$ cat src/scr_pkg.sv
// Package for the reference-pulse and range control register bank
package scr_pkg;
  // Byte addresses on the serial control port
  localparam logic [14:0] SCR_ADDR_PATH_CTRL = 15'h0029;
  localparam logic [14:0] SCR_ADDR_MODE_CTRL = 15'h002a;
  localparam logic [14:0] SCR_ADDR_POS_B0 = 15'h002c;
  localparam logic [14:0] SCR_ADDR_POS_B1 = 15'h002d;
  localparam logic [14:0] SCR_ADDR_POS_B2 = 15'h002e;
  localparam logic [14:0] SCR_ADDR_RANGE_B0 = 15'h0030;
  localparam logic [14:0] SCR_ADDR_RANGE_B1 = 15'h0031;
  // Reset values
  localparam logic [7:0] SCR_RST_PATH_CTRL = 8'h00;
  localparam logic [7:0] SCR_RST_MODE_CTRL = 8'h00;
  localparam logic [15:0] SCR_RST_RANGE = 16'ha000;
  localparam logic [23:0] SCR_RST_POS = 24'h000000;
  // Path control fields
  localparam int SCR_BIT_PROC_EN = 6;
  localparam int SCR_BIT_RECV_EN = 5;
  localparam int SCR_BIT_FINE_STEP = 4;
  localparam int SCR_SEL_MSB = 3;
  localparam int SCR_SEL_LSB = 0;
  // Mode control fields
  localparam int SCR_BIT_AS_MARKER = 3;
  localparam int SCR_BIT_DEVCLK_DC = 2;
  localparam int SCR_BIT_REF_DC = 1;
  localparam int SCR_BIT_INVERT = 0;
  // Serial frame: one direction bit, 15 address bits, then data bytes
  localparam int SCR_HDR_BITS = 16;
  localparam int SCR_BYTE_BITS = 8;
  localparam int SCR_SEL_W = 4;
  localparam int SCR_DELAY_TAPS = 31;
  localparam int SCR_SYNC_STAGES = 3;
  localparam int SCR_SAMPLE_W = 12;

  typedef struct packed {
    logic sclk;
    logic cs_n;
    logic sdi;
  } scr_spi_pins_s;

  typedef struct packed {
    logic ref_pulse_receiver_enable;
    logic ref_pulse_processor_enable;
    logic window_fine_step;
    logic [3:0] capture_delay_select;
    logic ref_pulse_as_marker;
    logic device_clock_dc_receiver_mode;
    logic ref_pulse_dc_receiver_mode;
    logic ref_pulse_polarity_invert;
    logic [15:0] channel_a_range_code;
  } scr_ctrl_s;
endpackage : scr_pkg

$ cat src/scr_regs.sv
// Reference-pulse path and range control registers behind a serial port
`timescale 1ns/1ps
`default_nettype none
module scr_regs (
  input wire logic clk_in,
  input wire logic arst_n_in,
  input wire scr_pkg::scr_spi_pins_s spi_in,
  output logic sdo_out,
  input wire logic ref_pulse_in,
  input wire logic sample_marker_enable_in,
  input wire logic [scr_pkg::SCR_SAMPLE_W-1:0] sample_in,
  output logic [scr_pkg::SCR_SAMPLE_W-1:0] sample_out,
  input wire logic [23:0] capture_position_in,
  input wire logic capture_position_valid_in,
  output logic ref_event_out,
  output scr_pkg::scr_ctrl_s ctrl_out
);
  // Pin synchronisers: three stages, filtered once stages two and three agree
  logic sclk_filt_reg, cs_filt_reg, sdi_filt_reg, ref_filt_reg;
  logic sclk_filt_next, cs_filt_next, sdi_filt_next, ref_filt_next;

  scr_pin_sync #(.IDLE_LEVEL(1'b0)) u_sync_sclk (
    .clk_in(clk_in),
    .arst_n_in(arst_n_in),
    .pin_in(spi_in.sclk),
    .level_out(sclk_filt_reg),
    .level_next_out(sclk_filt_next)
  );

  scr_pin_sync #(.IDLE_LEVEL(1'b1)) u_sync_cs (
    .clk_in(clk_in),
    .arst_n_in(arst_n_in),
    .pin_in(spi_in.cs_n),
    .level_out(cs_filt_reg),
    .level_next_out(cs_filt_next)
  );

  scr_pin_sync #(.IDLE_LEVEL(1'b0)) u_sync_sdi (
    .clk_in(clk_in),
    .arst_n_in(arst_n_in),
    .pin_in(spi_in.sdi),
    .level_out(sdi_filt_reg),
    .level_next_out(sdi_filt_next)
  );

  scr_pin_sync #(.IDLE_LEVEL(1'b0)) u_sync_ref (
    .clk_in(clk_in),
    .arst_n_in(arst_n_in),
    .pin_in(ref_pulse_in),
    .level_out(ref_filt_reg),
    .level_next_out(ref_filt_next)
  );

  logic sclk_rise;
  assign sclk_rise = sclk_filt_next & ~sclk_filt_reg & ~cs_filt_reg;

  // Register storage
  logic [7:0] path_reg, path_next;
  logic [7:0] mode_reg, mode_next;
  logic [15:0] range_reg, range_next;
  logic [23:0] pos_reg, pos_next;

  // Serial engine state
  logic [4:0] bit_cnt_reg, bit_cnt_next;
  logic hdr_done_reg, hdr_done_next;
  logic rd_reg, rd_next;
  logic [14:0] addr_reg, addr_next;
  logic [15:0] shift_reg, shift_next;
  logic [7:0] tx_reg, tx_next;
  logic sdo_reg, sdo_next;

  // Unmapped addresses read as zero; reserved bits read back as stored
  function automatic logic [7:0] read_byte(input logic [14:0] a,
                                           input logic [7:0] p,
                                           input logic [7:0] m,
                                           input logic [23:0] ps,
                                           input logic [15:0] r);
    logic [7:0] d;
    d = 8'h00;
    unique case (a)
      scr_pkg::SCR_ADDR_PATH_CTRL: d = p;
      scr_pkg::SCR_ADDR_MODE_CTRL: d = m;
      scr_pkg::SCR_ADDR_POS_B0: d = ps[7:0];
      scr_pkg::SCR_ADDR_POS_B1: d = ps[15:8];
      scr_pkg::SCR_ADDR_POS_B2: d = ps[23:16];
      scr_pkg::SCR_ADDR_RANGE_B0: d = r[7:0];
      scr_pkg::SCR_ADDR_RANGE_B1: d = r[15:8];
      default: d = 8'h00;
    endcase
    return d;
  endfunction : read_byte

  logic [15:0] hdr_word;
  logic [7:0] wr_byte;
  logic [14:0] addr_inc;
  assign hdr_word = {shift_reg[14:0], sdi_filt_next};
  assign wr_byte = hdr_word[7:0];
  assign addr_inc = addr_reg + 15'h0001;

  always_comb begin
    bit_cnt_next = bit_cnt_reg;
    hdr_done_next = hdr_done_reg;
    rd_next = rd_reg;
    addr_next = addr_reg;
    shift_next = shift_reg;
    tx_next = tx_reg;
    path_next = path_reg;
    mode_next = mode_reg;
    range_next = range_reg;
    pos_next = pos_reg;
    // Status is hardware-written only; serial writes never reach it
    // read-only position
    if (capture_position_valid_in) begin
      pos_next = capture_position_in;
    end
    if (cs_filt_reg) begin
      bit_cnt_next = 5'h00;
      hdr_done_next = 1'b0;
      tx_next = 8'h00;
    end else if (sclk_rise) begin
      shift_next = hdr_word;
      tx_next = {tx_reg[6:0], 1'b0};
      if (!hdr_done_reg) begin
        if (bit_cnt_reg == 5'(scr_pkg::SCR_HDR_BITS - 1)) begin
          hdr_done_next = 1'b1;
          bit_cnt_next = 5'h00;
          rd_next = hdr_word[15];
          addr_next = hdr_word[14:0];
          tx_next = read_byte(hdr_word[14:0], path_reg, mode_reg,
                              pos_reg, range_reg);
        end else begin
          bit_cnt_next = bit_cnt_reg + 5'h01;
        end
      end else if (bit_cnt_reg == 5'(scr_pkg::SCR_BYTE_BITS - 1)) begin
        // Byte complete; streaming continues at the next address
        bit_cnt_next = 5'h00;
        addr_next = addr_inc;
        if (rd_reg) begin
          tx_next = read_byte(addr_inc, path_reg, mode_reg, pos_reg,
                              range_reg);
        end else begin
          unique case (addr_reg)
            scr_pkg::SCR_ADDR_PATH_CTRL: path_next = wr_byte;
            scr_pkg::SCR_ADDR_MODE_CTRL: mode_next = wr_byte;
            scr_pkg::SCR_ADDR_RANGE_B0: range_next[7:0] = wr_byte;
            scr_pkg::SCR_ADDR_RANGE_B1: range_next[15:8] = wr_byte;
            default: path_next = path_reg;
          endcase
        end
      end else begin
        bit_cnt_next = bit_cnt_reg + 5'h01;
      end
    end
    // Registered so the pin never glitches while gate and shift update
    sdo_next = hdr_done_next & rd_next & tx_next[7];
  end

  always_ff @(posedge clk_in or negedge arst_n_in) begin
    if (!arst_n_in) begin
      bit_cnt_reg <= 5'h00;
      hdr_done_reg <= 1'b0;
      rd_reg <= 1'b0;
      addr_reg <= 15'h0000;
      shift_reg <= 16'h0000;
      tx_reg <= 8'h00;
      sdo_reg <= 1'b0;
      path_reg <= scr_pkg::SCR_RST_PATH_CTRL;
      mode_reg <= scr_pkg::SCR_RST_MODE_CTRL;
      range_reg <= scr_pkg::SCR_RST_RANGE;
      pos_reg <= scr_pkg::SCR_RST_POS;
    end else begin
      bit_cnt_reg <= bit_cnt_next;
      hdr_done_reg <= hdr_done_next;
      rd_reg <= rd_next;
      addr_reg <= addr_next;
      shift_reg <= shift_next;
      tx_reg <= tx_next;
      sdo_reg <= sdo_next;
      path_reg <= path_next;
      mode_reg <= mode_next;
      range_reg <= range_next;
      pos_reg <= pos_next;
    end
  end

  assign sdo_out = sdo_reg;

  // Control fields out to the analog and datapath side
  always_comb begin
    ctrl_out.ref_pulse_processor_enable = path_reg[scr_pkg::SCR_BIT_PROC_EN];
    ctrl_out.ref_pulse_receiver_enable = path_reg[scr_pkg::SCR_BIT_RECV_EN];
    ctrl_out.window_fine_step = path_reg[scr_pkg::SCR_BIT_FINE_STEP];
    ctrl_out.capture_delay_select =
      path_reg[scr_pkg::SCR_SEL_MSB:scr_pkg::SCR_SEL_LSB];
    ctrl_out.ref_pulse_as_marker = mode_reg[scr_pkg::SCR_BIT_AS_MARKER];
    ctrl_out.device_clock_dc_receiver_mode =
      mode_reg[scr_pkg::SCR_BIT_DEVCLK_DC];
    ctrl_out.ref_pulse_dc_receiver_mode = mode_reg[scr_pkg::SCR_BIT_REF_DC];
    ctrl_out.ref_pulse_polarity_invert = mode_reg[scr_pkg::SCR_BIT_INVERT];
    ctrl_out.channel_a_range_code = range_reg;
  end

  // Reference pulse datapath
  logic ref_pol;
  logic [scr_pkg::SCR_DELAY_TAPS-1:0] dly_reg, dly_next;
  logic [4:0] tap;
  logic ref_dly, ref_dly_prev_reg, ref_dly_prev_next;
  logic event_reg, event_next;
  logic [scr_pkg::SCR_SAMPLE_W-1:0] samp_reg, samp_next;

  // polarity invert
  // A disabled receiver feeds a quiet line, so no stray edges reach alignment
  assign ref_pol = ctrl_out.ref_pulse_receiver_enable &
                   (ref_filt_reg ^ ctrl_out.ref_pulse_polarity_invert);
  // fine steps halve delay
  // Coarse mode spends two taps per code; fine mode one
  assign tap = ctrl_out.window_fine_step ?
               {1'b0, ctrl_out.capture_delay_select} :
               {ctrl_out.capture_delay_select, 1'b0};
  assign ref_dly = dly_reg[tap];

  always_comb begin
    dly_next = {dly_reg[scr_pkg::SCR_DELAY_TAPS-2:0], ref_pol};
    ref_dly_prev_next = ref_dly;
    event_next = ctrl_out.ref_pulse_processor_enable & ref_dly &
                 ~ref_dly_prev_reg;
    samp_next = sample_in;
    if (ctrl_out.ref_pulse_as_marker && sample_marker_enable_in) begin
      samp_next[0] = ref_dly;
    end
  end

  always_ff @(posedge clk_in or negedge arst_n_in) begin
    if (!arst_n_in) begin
      dly_reg <= '0;
      ref_dly_prev_reg <= 1'b0;
      event_reg <= 1'b0;
      samp_reg <= '0;
    end else begin
      dly_reg <= dly_next;
      ref_dly_prev_reg <= ref_dly_prev_next;
      event_reg <= event_next;
      samp_reg <= samp_next;
    end
  end

  assign ref_event_out = event_reg;
  assign sample_out = samp_reg;
endmodule : scr_regs

// Three-flop pin synchroniser; the level moves once stages two and three agree
module scr_pin_sync #(
  parameter logic IDLE_LEVEL = 1'b0
) (
  input wire logic clk_in,
  input wire logic arst_n_in,
  input wire logic pin_in,
  output logic level_out,
  output logic level_next_out
);
  localparam int NS = scr_pkg::SCR_SYNC_STAGES;
  logic [NS-1:0] sync_reg, sync_next;
  logic level_reg, level_next;

  always_comb begin
    sync_next = {sync_reg[NS-2:0], pin_in};
    level_next = level_reg;
    // Single-cycle glitches never reach the level
    if (sync_reg[NS-2] == sync_reg[NS-1]) begin
      level_next = sync_reg[NS-1];
    end
  end

  // Reset to the idle level so no false edge follows reset
  always_ff @(posedge clk_in or negedge arst_n_in) begin
    if (!arst_n_in) begin
      sync_reg <= {NS{IDLE_LEVEL}};
      level_reg <= IDLE_LEVEL;
    end else begin
      sync_reg <= sync_next;
      level_reg <= level_next;
    end
  end

  assign level_out = level_reg;
  assign level_next_out = level_next;
endmodule : scr_pin_sync
`default_nettype wire

$ cat config.mk
export PLATFORM = sky130hd
export DESIGN_NAME = scr_regs
export DESIGN_NICKNAME = d
export VERILOG_FILES = /design/src/scr_pkg.sv /design/src/scr_regs.sv
export SDC_FILE = /design/constraint.sdc
export NUM_CORES = 1
export LEC_CHECK = 0
export ABC_AREA = 1
export BUFFER_PORTS_ARGS = -buffer_cell sky130_fd_sc_hd__buf_2
export CAP_MARGIN = 0
export CELL_PAD_IN_SITES_DETAIL_PLACEMENT = 1
export CELL_PAD_IN_SITES_GLOBAL_PLACEMENT = 1
export CORE_MARGIN = 1
export CORE_UTILIZATION = 30
export DETAILED_ROUTE_END_ITERATION = 16
export MAX_ROUTING_LAYER = met4
export PLACE_DENSITY = 0.63
export SLEW_MARGIN = 20
export SYNTH_ARGS = -nofsm -noshare
export SYNTH_HDL_FRONTEND = slang
export SYNTH_HIERARCHICAL = 1
export SYNTH_SLANG_ARGS = --single-unit
$ cat constraint.sdc
create_clock -name clk_in -period 3.9 [get_ports clk_in]
set_input_delay 1.17 -clock clk_in [delete_from_list [all_inputs] [get_ports clk_in]]
set_output_delay 1.17 -clock clk_in [all_outputs]
set_load 0.1 [all_outputs]
==> results.json, run 1 <==
{
  "grt_max_degree": 68,
  "synth_warnings": 6,
  "route.detailed.drc": 0,
  "cts_htree_levels": 4,
  "cts_tree": "yes",
  "initial_utilization": 0.305,
  "vias": 7097,
  "r2r-start": "bit_cnt_reg[0]$_DFFE_PN0P_",
  "slowest_stage": "inv_1",
  "drive_gt1_frac": 0.172,
  "syn_area_sq_um": 8200,
  "start_kind": "flip-flop",
  "slew_headroom": 0.472,
  "fin_area_sq_um": 9540,
  "post_cts_resized": 0,
  "synth_area_leaders": "dfrtp_1 48%, nand2_1 10%, o21ai_0 7.0%, inv_1 5.5%, nand3_1 3.8%",
  "antenna_found_initial": 0,
  "drt_first_pass_iters": 5,
  "finalNonFillerCells": 1426,
  "die_h_um": 167,
  "synth_edf_count": 0,
  "period_minus_slack_ns": 3.05,
  "die_area_sq_um": 28000,
  "place_congestion": 0.904,
  "dp.cells": 1393,
  "netlist.top_cell.by_area": "dfrtp_1",
  "worstPathArrival_ns": 3.41,
  "worstMarginPinSlew_ns": 0.786,
  "required_ns": 4.26,
  "path_max_fanout": 21,
  "period_share": 0.781,
  "core_sq_um": 26900,
  "wl_mm": 25.3,
  "hpwl_mm": 19.0,
  "crit_path_max_incr_delay_ns": 0.56,
  "critPathCaptureType": "flip-flop",
  "status": "finished clean",
  "yosysMostFrequentCell": "nand2_1",
  "cts_hold_buf": 0,
  "nets": 1122,
  "die_w_um": 167,
  "cts.sinks": 163,
  "maxSlewViolCount": 0,
  "hp-start": "u_sync_sdi/sync_reg[0]$_DFF_PN0_",
  "synth_cells": 1001,
  "maxCapViolations": 0,
  "crit_start": "bit_cnt_reg[0]$_DFFE_PN0P_",
  "clkTransAtPathRegs_ns": 0.08,
  "largest_reg_flops": 31,
  "min_path_type": "flip-flop to flip-flop",
  "ys_top_cells_by_count": "229 x nand2_1, 157 x dfrtp_1, 121 x inv_1, 115 x o21ai_0, 73 x nor2_1",
  "wl_per_cell_um": 17.7,
  "clock_skew_ns": 0.0140,
  "power_density_nw_per_um2": 427,
  "syn-num-nets": 1052,
  "placed_area_sq_um": 8910,
  "port_buffers": 84,
  "cts_max_path_buffers": 2,
  "critPathKind": "flip-flop to flip-flop",
  "peakVddDrop_mv": 0.243,
  "post_cts_buffers": 0,
  "nFillCells": 3269,
  "crit_chain": "ha_1, nand2_1, nor2_1, ha_1, inv_1, nor2_1, buf_4, inv_1, nand2_1, nand2_1, inv_1, o21ai_0, o22ai_1",
  "synth-seq-area-share": 0.498,
  "grt_pass1_vias": 7286,
  "setup_slack_ns": 0.852,
  "synthArstFlopShare": 1.00,
  "ys_types": 44,
  "fmax_ghz": 0.328,
  "drt_iter0_markers": 463,
  "ys_seq_elements": 163,
  "via_per_inst": 4.98,
  "grt_pass1_wl_mm": 40.9,
  "synth_top_area_share": 0.479,
  "synthToLayoutAreaGrowth_pct": 16.4,
  "p_leak_nw": 4.40,
  "rsz0062_at_grt": "no",
  "finalSetupTns_ns": 0,
  "synth_area_per_cell_sq_um": 8.19,
  "ant_nets": 0,
  "io_pins": 85,
  "grt_usage": 0.194,
  "hold_viol": 0,
  "row_count": 60,
  "synth_flop_cell": "dfrtp_1",
  "setup_viol": 0,
  "ctsRootBufferMaster": "clkbuf_16",
  "dpl_worst_slack_ns": 0.842,
  "overflow": 0,
  "clock_latency_ns": 0.44,
  "cts_buffers": 17
}
[report_power, final]
group	total, mW	switching [mW]	internal (mW)
clock network	1.74	0.859	0.882
registers	1.87	0.0957	1.78
logic	0.459	0.350	0.109
[metal layers]
layer | vias to the layer above | global-route usage | part of all wire
met3 | 38 | 0.0277 | 0.028
met4 | 0 | 0.0750 | 0.028
met1 | 3490 | 0.254 | 0.48
li1 | 3429 | - | -
met2 | 140 | 0.302 | 0.47
met5 | - | - | 0
[logic make-up (layout without fill, tap and decap cells)]
logic type / count (synthesis) / in the layout / synth area share
and+or+nand+nor: 445 / 445 / 0.255
AOI/OAI and AO/OA: 209 / 209 / 0.140
buffers and inverters: 169 / 252 / 0.0855
DFF: 163 / 163 / 0.498
adders and majority gates: 7 / 7 / 0.0107
muxes: 6 / 6 / 0.00824
xor gates and xnor gates: 2 / 2 / 0.00214
other: 0 / 1 / 0
[layout make-up]
cell class | count | area, sq um | share of cell area
antenna | 1 | 2.50 | 0.000262
tap | 341 | 427 | 0.0447
sequential | 163 | 4090 | 0.428
timing repair buffer | 94 | 514 | 0.0539
multi-input combinational | 669 | 3410 | 0.358
clock buffer | 17 | 425 | 0.0446
inverter | 126 | 473 | 0.0496
clock inverter | 15 | 199 | 0.0208
[cell usage in the layout, fill, tap and decap left out, drive strengths merged, types with 2 or more instances in the layout]
| cell | count |
|---|---|
| nand2 | 241 |
| dfrtp | 157 |
| inv | 131 |
| o21ai | 131 |
| buf | 94 |
| nor2 | 83 |
| nand3 | 72 |
| a21oi | 32 |
| nand4 | 24 |
| o22ai | 23 |
| nor3 | 21 |
| clkbuf | 17 |
| o211ai | 12 |
| clkinv | 10 |
| ha | 7 |
| mux2 | 6 |
| dfstp | 6 |
| o221ai | 3 |
| nor4 | 3 |
| a31oi | 2 |
| a22oi | 2 |
[through the flow]
step | hold slack (ns) | util | total power, mW
3_5_place_dp | 0.338 | 0.332 | 2.37
6_report | 0.357 | 0.355 | 4.07
5_1_grt | 0.367 | 0.355 | 4.26
3_3_place_gp | 0.332 | 0.332 | 2.36
2_1_floorplan | 0.331 | - | 2.14
4_1_cts | 0.360 | 0.355 | 4.14
[final timing paths]
check	to	slack, ns	cells after the start
max	addr_reg[6]$_DFFE_PN0P_	0.85	13
min	u_sync_sdi/sync_reg[1]$_DFF_PN0_	0.36	0
max reg2reg	addr_reg[6]$_DFFE_PN0P_	0.85	13
min reg2reg	u_sync_sdi/sync_reg[1]$_DFF_PN0_	0.36	0
max in group asynchronous	mode_reg[0]$_DFFE_PN0P_	2.36	2
min in group asynchronous	dly_reg[19]$_DFF_PN0_	0.72	1
[critical path: cells and delay by family (launching register included)]
family / cells / cell delay, ns
DFF: 1 / 0.39
buffers and inverters: 4 / 0.94
AOI/OAI and AO/OA: 2 / 0.39
and+or+nand+nor: 5 / 0.69
adders and majority gates: 2 / 0.55
No activity file was read; power rests on OpenSTA's default activity.
==> run 2, diff against run 1 <==
- clock period: 3.9 -> 2.85 ns (I/O delays scaled with it)
==> run 2 against run 1 <==
Register-to-register slack got worse by 0.59 ns. Global-route usage is 1.0 points higher. Total power increased by 38%. Cell count increased by 1.1%. Sequential power grew 37%. Worst setup slack lost 0.59 ns. First-iteration DRC count shrank 3.5%. Critical path depth rose by 5. Fmax grew 18%. Hold slack worse by 0.034 ns. Wire length rose by 5.7%. Sequential cell count stayed put. Critical path type unchanged. Largest power group unchanged.
==> results.json, run 2 (synthesis results as in run 1) <==
{
  "reg2reg_to": "tx_reg[3]$_DFFE_PN0P_",
  "grt_max_degree": 47,
  "ctsRootBufferMaster": "clkbuf_16",
  "vias": 7310,
  "status": "finished clean",
  "place_congestion": 0.903,
  "grt_pass1_wl_mm": 42.6,
  "nets": 1138,
  "hpwl_mm": 19.7,
  "peakVddDrop_mv": 0.328,
  "die_h_um": 167,
  "ant_nets": 0,
  "clock_skew_ns": 0.0135,
  "cp_top_family": "simple AND/OR/NAND/NOR gates",
  "reg2reg_depth": 18,
  "io_pins": 85,
  "largest_reg_flops": 31,
  "crit_chain": "ha_4, nand2_2, nor2_4, nand3_2, nand2_1, nand2_1, nor2_2, nand2_2, nor2_8, buf_4, nand3_1, o21ai_1, a21oi_1, nand2_1, nand2_1, nand2_1, nand2_1, nand2_1",
  "overflow": 0,
  "grt_pass1_vias": 7588,
  "wl_per_cell_um": 18.6,
  "r2r-start": "addr_reg[0]$_DFFE_PN0P_",
  "path_max_fanout": 15,
  "p_leak_nw": 4.46,
  "port_buffers": 84,
  "worstPathArrival_ns": 2.96,
  "period_share": 0.907,
  "slowest_stage": "dfrtp_2",
  "power_density_nw_per_um2": 580,
  "report.power.total_mw": 5.62,
  "final_cell_mix": "229 x nand2_1, 155 x dfrtp_1, 121 x inv_1",
  "crit_path_max_incr_delay_ns": 0.44,
  "maxCapViolations": 0,
  "antenna_found_initial": 0,
  "die_area_sq_um": 28000,
  "clkTransAtPathRegs_ns": 0.08,
  "cts_buffers": 17,
  "fin_hold_ws_ns": 0.323,
  "cts_max_path_buffers": 2,
  "setup_viol": 0,
  "cts_tree": "yes",
  "period_minus_slack_ns": 2.59,
  "worstMarginPinSlew_ns": 0.658,
  "rsz0062_at_grt": "no",
  "nFillCells": 3229,
  "cts_htree_levels": 4,
  "cp_num_buf_inv": 1,
  "maxSlewViolCount": 0,
  "required_ns": 3.23,
  "row_count": 60,
  "wl_mm": 26.7,
  "regToRegSetupSlack_ns": 0.26,
  "die_w_um": 167,
  "min_path_type": "primary input to asynchronous set/reset pin",
  "initial_utilization": 0.305,
  "drt_first_pass_iters": 5,
  "hold_viol": 0,
  "cts_hold_buf": 0,
  "critPathCaptureType": "flip-flop",
  "route.detailed.drc": 0,
  "crit_top_cell": "nand2_1",
  "fmax_ghz": 0.387,
  "clock_latency_ns": 0.45,
  "grt_usage": 0.204,
  "start_kind": "flip-flop",
  "synthToLayoutAreaGrowth_pct": 18.2,
  "antennaDiodeCount": 0,
  "cts.sinks": 163,
  "final_util": 0.361,
  "critPathKind": "flip-flop to flip-flop",
  "via_per_inst": 5.07,
  "slew_headroom": 0.557,
  "drive_gt1_frac": 0.190,
  "core_sq_um": 26900,
  "final_common_cell": "nand2_1",
  "drt_iter0_markers": 447
}
## run 2: power by group
group,total [mW],switching (mW),internal [mW]
Clock,2.41,1.21,1.20
Sequential,2.57,0.141,2.43
Combinational,0.641,0.488,0.154
Total,5.62,1.84,3.78
## run 2: what timing repair did
action / 4_1_cts / 5_1_grt
pin swaps: 0 / 1
gates resized for setup: 3 / 6
gates cloned: 0 / 1
endpoints found under the setup margin: 5 / 9
setup buffers: 0 / 0
## run 2: layout make-up
| type | instances | area, sq um | area share |
|---|---|---|---|
| multi-input cells | 670 | 3450 | 0.356 |
| flip-flops and latches | 163 | 4090 | 0.422 |
| repair buffers | 109 | 639 | 0.0660 |
| clock buffers | 17 | 425 | 0.0439 |
| well taps | 341 | 427 | 0.0440 |
| inverters | 126 | 473 | 0.0488 |
| clock inverters | 15 | 186 | 0.0192 |
## run 2: how the worst max path moves through the flow
stage / start / endpoint / depth (start not counted)
floorplan: bit_cnt_reg[0]$_DFFE_PN0P_ / addr_reg[5]$_DFFE_PN0P_ / 13
global placement: addr_reg[0]$_DFFE_PN0P_ / tx_reg[2]$_DFFE_PN0P_ / 17
detailed placement: addr_reg[1]$_DFFE_PN0P_ / tx_reg[2]$_DFFE_PN0P_ / 17
CTS: addr_reg[1]$_DFFE_PN0P_ / tx_reg[2]$_DFFE_PN0P_ / 17
global route: u_sync_sclk/level_out$_DFF_PN0_ / path_reg[6]$_DFFE_PN0P_ / 8
finish: addr_reg[0]$_DFFE_PN0P_ / tx_reg[3]$_DFFE_PN0P_ / 18
## run 2: worst register-to-register path, delay by kind of cell, from the launching register on
| family | cells | cell delay, ns |
|---|---|---|
| adder cells (fa/ha/maj) | 1 | 0.20 |
| flip-flops | 1 | 0.44 |
| AO/OA/AOI/OAI | 2 | 0.15 |
| AND/OR/NAND/NOR | 14 | 1.48 |
| buffers and inverters | 1 | 0.26 |
## run 2: per-layer routing
metal  global-route usage  vias to the layer above  routed length [um]
met3               0.0321                       34                 840
li1                     -                     3469                   -
met1                0.262                     3655               12300
met4               0.0626                        0                 545
met2                0.330                      152               13100
met5                    -                        -                   0
## run 2: through the flow
step	setup TNS, ns	setup WS (ns)	instances	area (sq um)
3_3_place_gp	-0.00371	-0.00371	1408	9040
6_report	0	0.265	1441	9690
5_1_grt	0	0.0159	1441	9690
4_1_cts	0	0.00747	1440	9660
2_1_floorplan	0	0.520	1001	8200
3_5_place_dp	-0.105	-0.0442	1408	9040
==> run 3, diff against run 2 <==
- BUFFER_PORTS_ARGS: -buffer_cell sky130_fd_sc_hd__buf_2 -> default
- DONT_BUFFER_PORTS: default -> 1
- PLACE_DENSITY: 0.63 -> 0.59
==> run 3 against run 2 <==
Clock-buffer cell count stayed put. Highest routed layer unchanged. Fmax decreased by 0.21%. Critical path depth down 1. Non-clock buffer count fell by 59. Utilization is 0.87 points lower. Global-route usage is 0.71 points lower. Cell count fell by 3.9%. Combinational power fell by 28%. Total power down 1.7%.
==> results.json, run 3 (synthesis results as in run 1) <==
{
  "period_share": 0.909,
  "critPathCaptureType": "flip-flop",
  "clock_latency_ns": 0.44,
  "slowest_stage": "dfrtp_2",
  "overflow": 0,
  "maxSlewViolCount": 0,
  "path_max_fanout": 10,
  "core_sq_um": 26900,
  "power_density_nw_per_um2": 584,
  "io_pins": 85,
  "wl_per_cell_um": 18.6,
  "cts_htree_levels": 4,
  "fmax_ghz": 0.386,
  "p_switching_mw": 1.76,
  "cts.sinks": 163,
  "cts_buffers": 17,
  "route.detailed.drc": 0,
  "cp_top_family": "simple AND/OR/NAND/NOR gates",
  "cp_num_buf_inv": 0,
  "synthToLayoutAreaGrowth_pct": 15.3,
  "die_h_um": 167,
  "fin_area_sq_um": 9460,
  "p_leak_nw": 4.22,
  "nFillCells": 3202,
  "die_area_sq_um": 28000,
  "ctsRootBufferMaster": "clkbuf_16",
  "power_frac_clock": 0.439,
  "clock_skew_ns": 0.0152,
  "initial_utilization": 0.305,
  "place_congestion": 0.903,
  "r2r-start": "addr_reg[0]$_DFFE_PN0P_",
  "wl_mm": 25.8,
  "drt_iter0_markers": 514,
  "finalSetupTns_ns": 0,
  "vias": 7030,
  "p_seq_frac": 0.478,
  "cts_tree": "yes",
  "cts_hold_buf": 0,
  "netSwitchingFraction": 0.319,
  "placed_area_sq_um": 8760,
  "ant_nets": 0,
  "clkTransAtPathRegs_ns": 0.08,
  "cts_max_path_buffers": 2,
  "grt_max_degree": 164,
  "setup_viol": 0,
  "largest_reg_flops": 31,
  "antenna_found_initial": 2,
  "min_path_type": "primary input to asynchronous set/reset pin",
  "hold_viol": 0,
  "crit_chain": "ha_4, nand2_2, nor2_4, nand3_2, nand2_1, nand2_1, nor2_1, nand2_2, nor2_4, nand3_1, o21ai_1, nor2_1, nand3_1, nand2_1, nand2_1, nand2_1, nand2_1",
  "start_kind": "flip-flop",
  "slew_headroom": 0.418,
  "maxCapViolations": 0,
  "crit_path_max_incr_delay_ns": 0.44,
  "rsz0062_at_grt": "no",
  "row_count": 60,
  "crit_top_cell": "nand2_1",
  "hpwl_mm": 18.7,
  "required_ns": 3.22,
  "drive_gt1_frac": 0.143,
  "grt_pass1_vias": 7265,
  "pwr-share-comb": 0.083,
  "final_cell_mix": "229 x nand2_1, 155 x dfrtp_1, 121 x inv_1",
  "critPathKind": "flip-flop to flip-flop",
  "worstPathArrival_ns": 2.96,
  "crit_start": "addr_reg[0]$_DFFE_PN0P_",
  "grt_pass1_wl_mm": 41.3,
  "drt_first_pass_iters": 5,
  "die_w_um": 167,
  "port_buffers": 0,
  "period_minus_slack_ns": 2.59,
  "via_per_inst": 5.08,
  "p_int_mw": 3.76,
  "worstMarginPinSlew_ns": 0.873,
  "peakVddDrop_mv": 0.327,
  "status": "finished clean",
  "final_common_cell": "nand2_1",
  "grt_usage": 0.197,
  "nets": 1080
}
-- run 3: cell count changes in the layout (fill, tap and decap cells not counted), sizes merged --
cell    previous run  this run
clkinv             8        11
inv              133       130
nor2              84        85
buf              109        50
diode              0         2
-- run 3: repair_timing --
item	CTS	global route
buffers inserted	0	2
pin swaps	0	2
endpoints found under the setup margin	1	9
resized for setup	1	6
cloned	0	2
-- run 3: stage by stage --
stage / setup WS (ns) / total power [mW] / hold slack (ns) / std cells / util
after floorplan: 0.520 / 2.93 / 0.331 / 1001 / -
after global placement: 0.0954 / 3.13 / 0.334 / 1347 / 0.326
after detailed placement: 0.00926 / 3.14 / 0.337 / 1347 / 0.326
after CTS: 0.0477 / 5.62 / 0.0848 / 1379 / 0.349
after global routing: 0.0206 / 5.78 / 0.0728 / 1385 / 0.352
final: 0.259 / 5.52 / 0.102 / 1385 / 0.352
-- run 3: worst paths after layout --
kind,endpoint,slack (ns),cells past startpoint
worst max-delay path,tx_reg[6]$_DFFE_PN0P_,0.26,17
worst min-delay path,dly_reg[23]$_DFF_PN0_,0.10,0
worst max register to register,tx_reg[6]$_DFFE_PN0P_,0.26,17
worst min register to register,u_sync_sclk/sync_reg[1]$_DFF_PN0_,0.35,0
max in group asynchronous,u_sync_cs/sync_reg[1]$_DFF_PN1_,2.30,0
min in group clk_in,u_sync_sclk/sync_reg[1]$_DFF_PN0_,0.35,0
-- run 3: area by class of cell --
type	instances	area, sq um	share of cell area
clock buffers	17	425	0.0450
flip-flops and latches	163	4090	0.432
inverters	126	473	0.0500
clock inverters	15	204	0.0216
repair buffers	50	375	0.0397
multi-input cells	671	3460	0.366
well taps	341	427	0.0451
diodes	2	5.00	0.000529
-- run 3: power groups by stage --
stage	sequential (mW)	combinational (mW)	clock (mW)
2_1_floorplan	2.60	0.324	0
3_3_place_gp	2.68	0.453	0
3_5_place_dp	2.68	0.460	0
4_1_cts	2.64	0.461	2.52
5_1_grt	2.66	0.519	2.60
6_report	2.64	0.459	2.43
-- run 3: per-layer routing --
layer  vias to the layer above  GRT usage  part of all wire
met5                         -          -                 0
met4                         0     0.0594             0.018
met3                        30     0.0319             0.033
met2                       130      0.312              0.47
met1                      3514      0.258              0.48
li1                       3356          -                 -
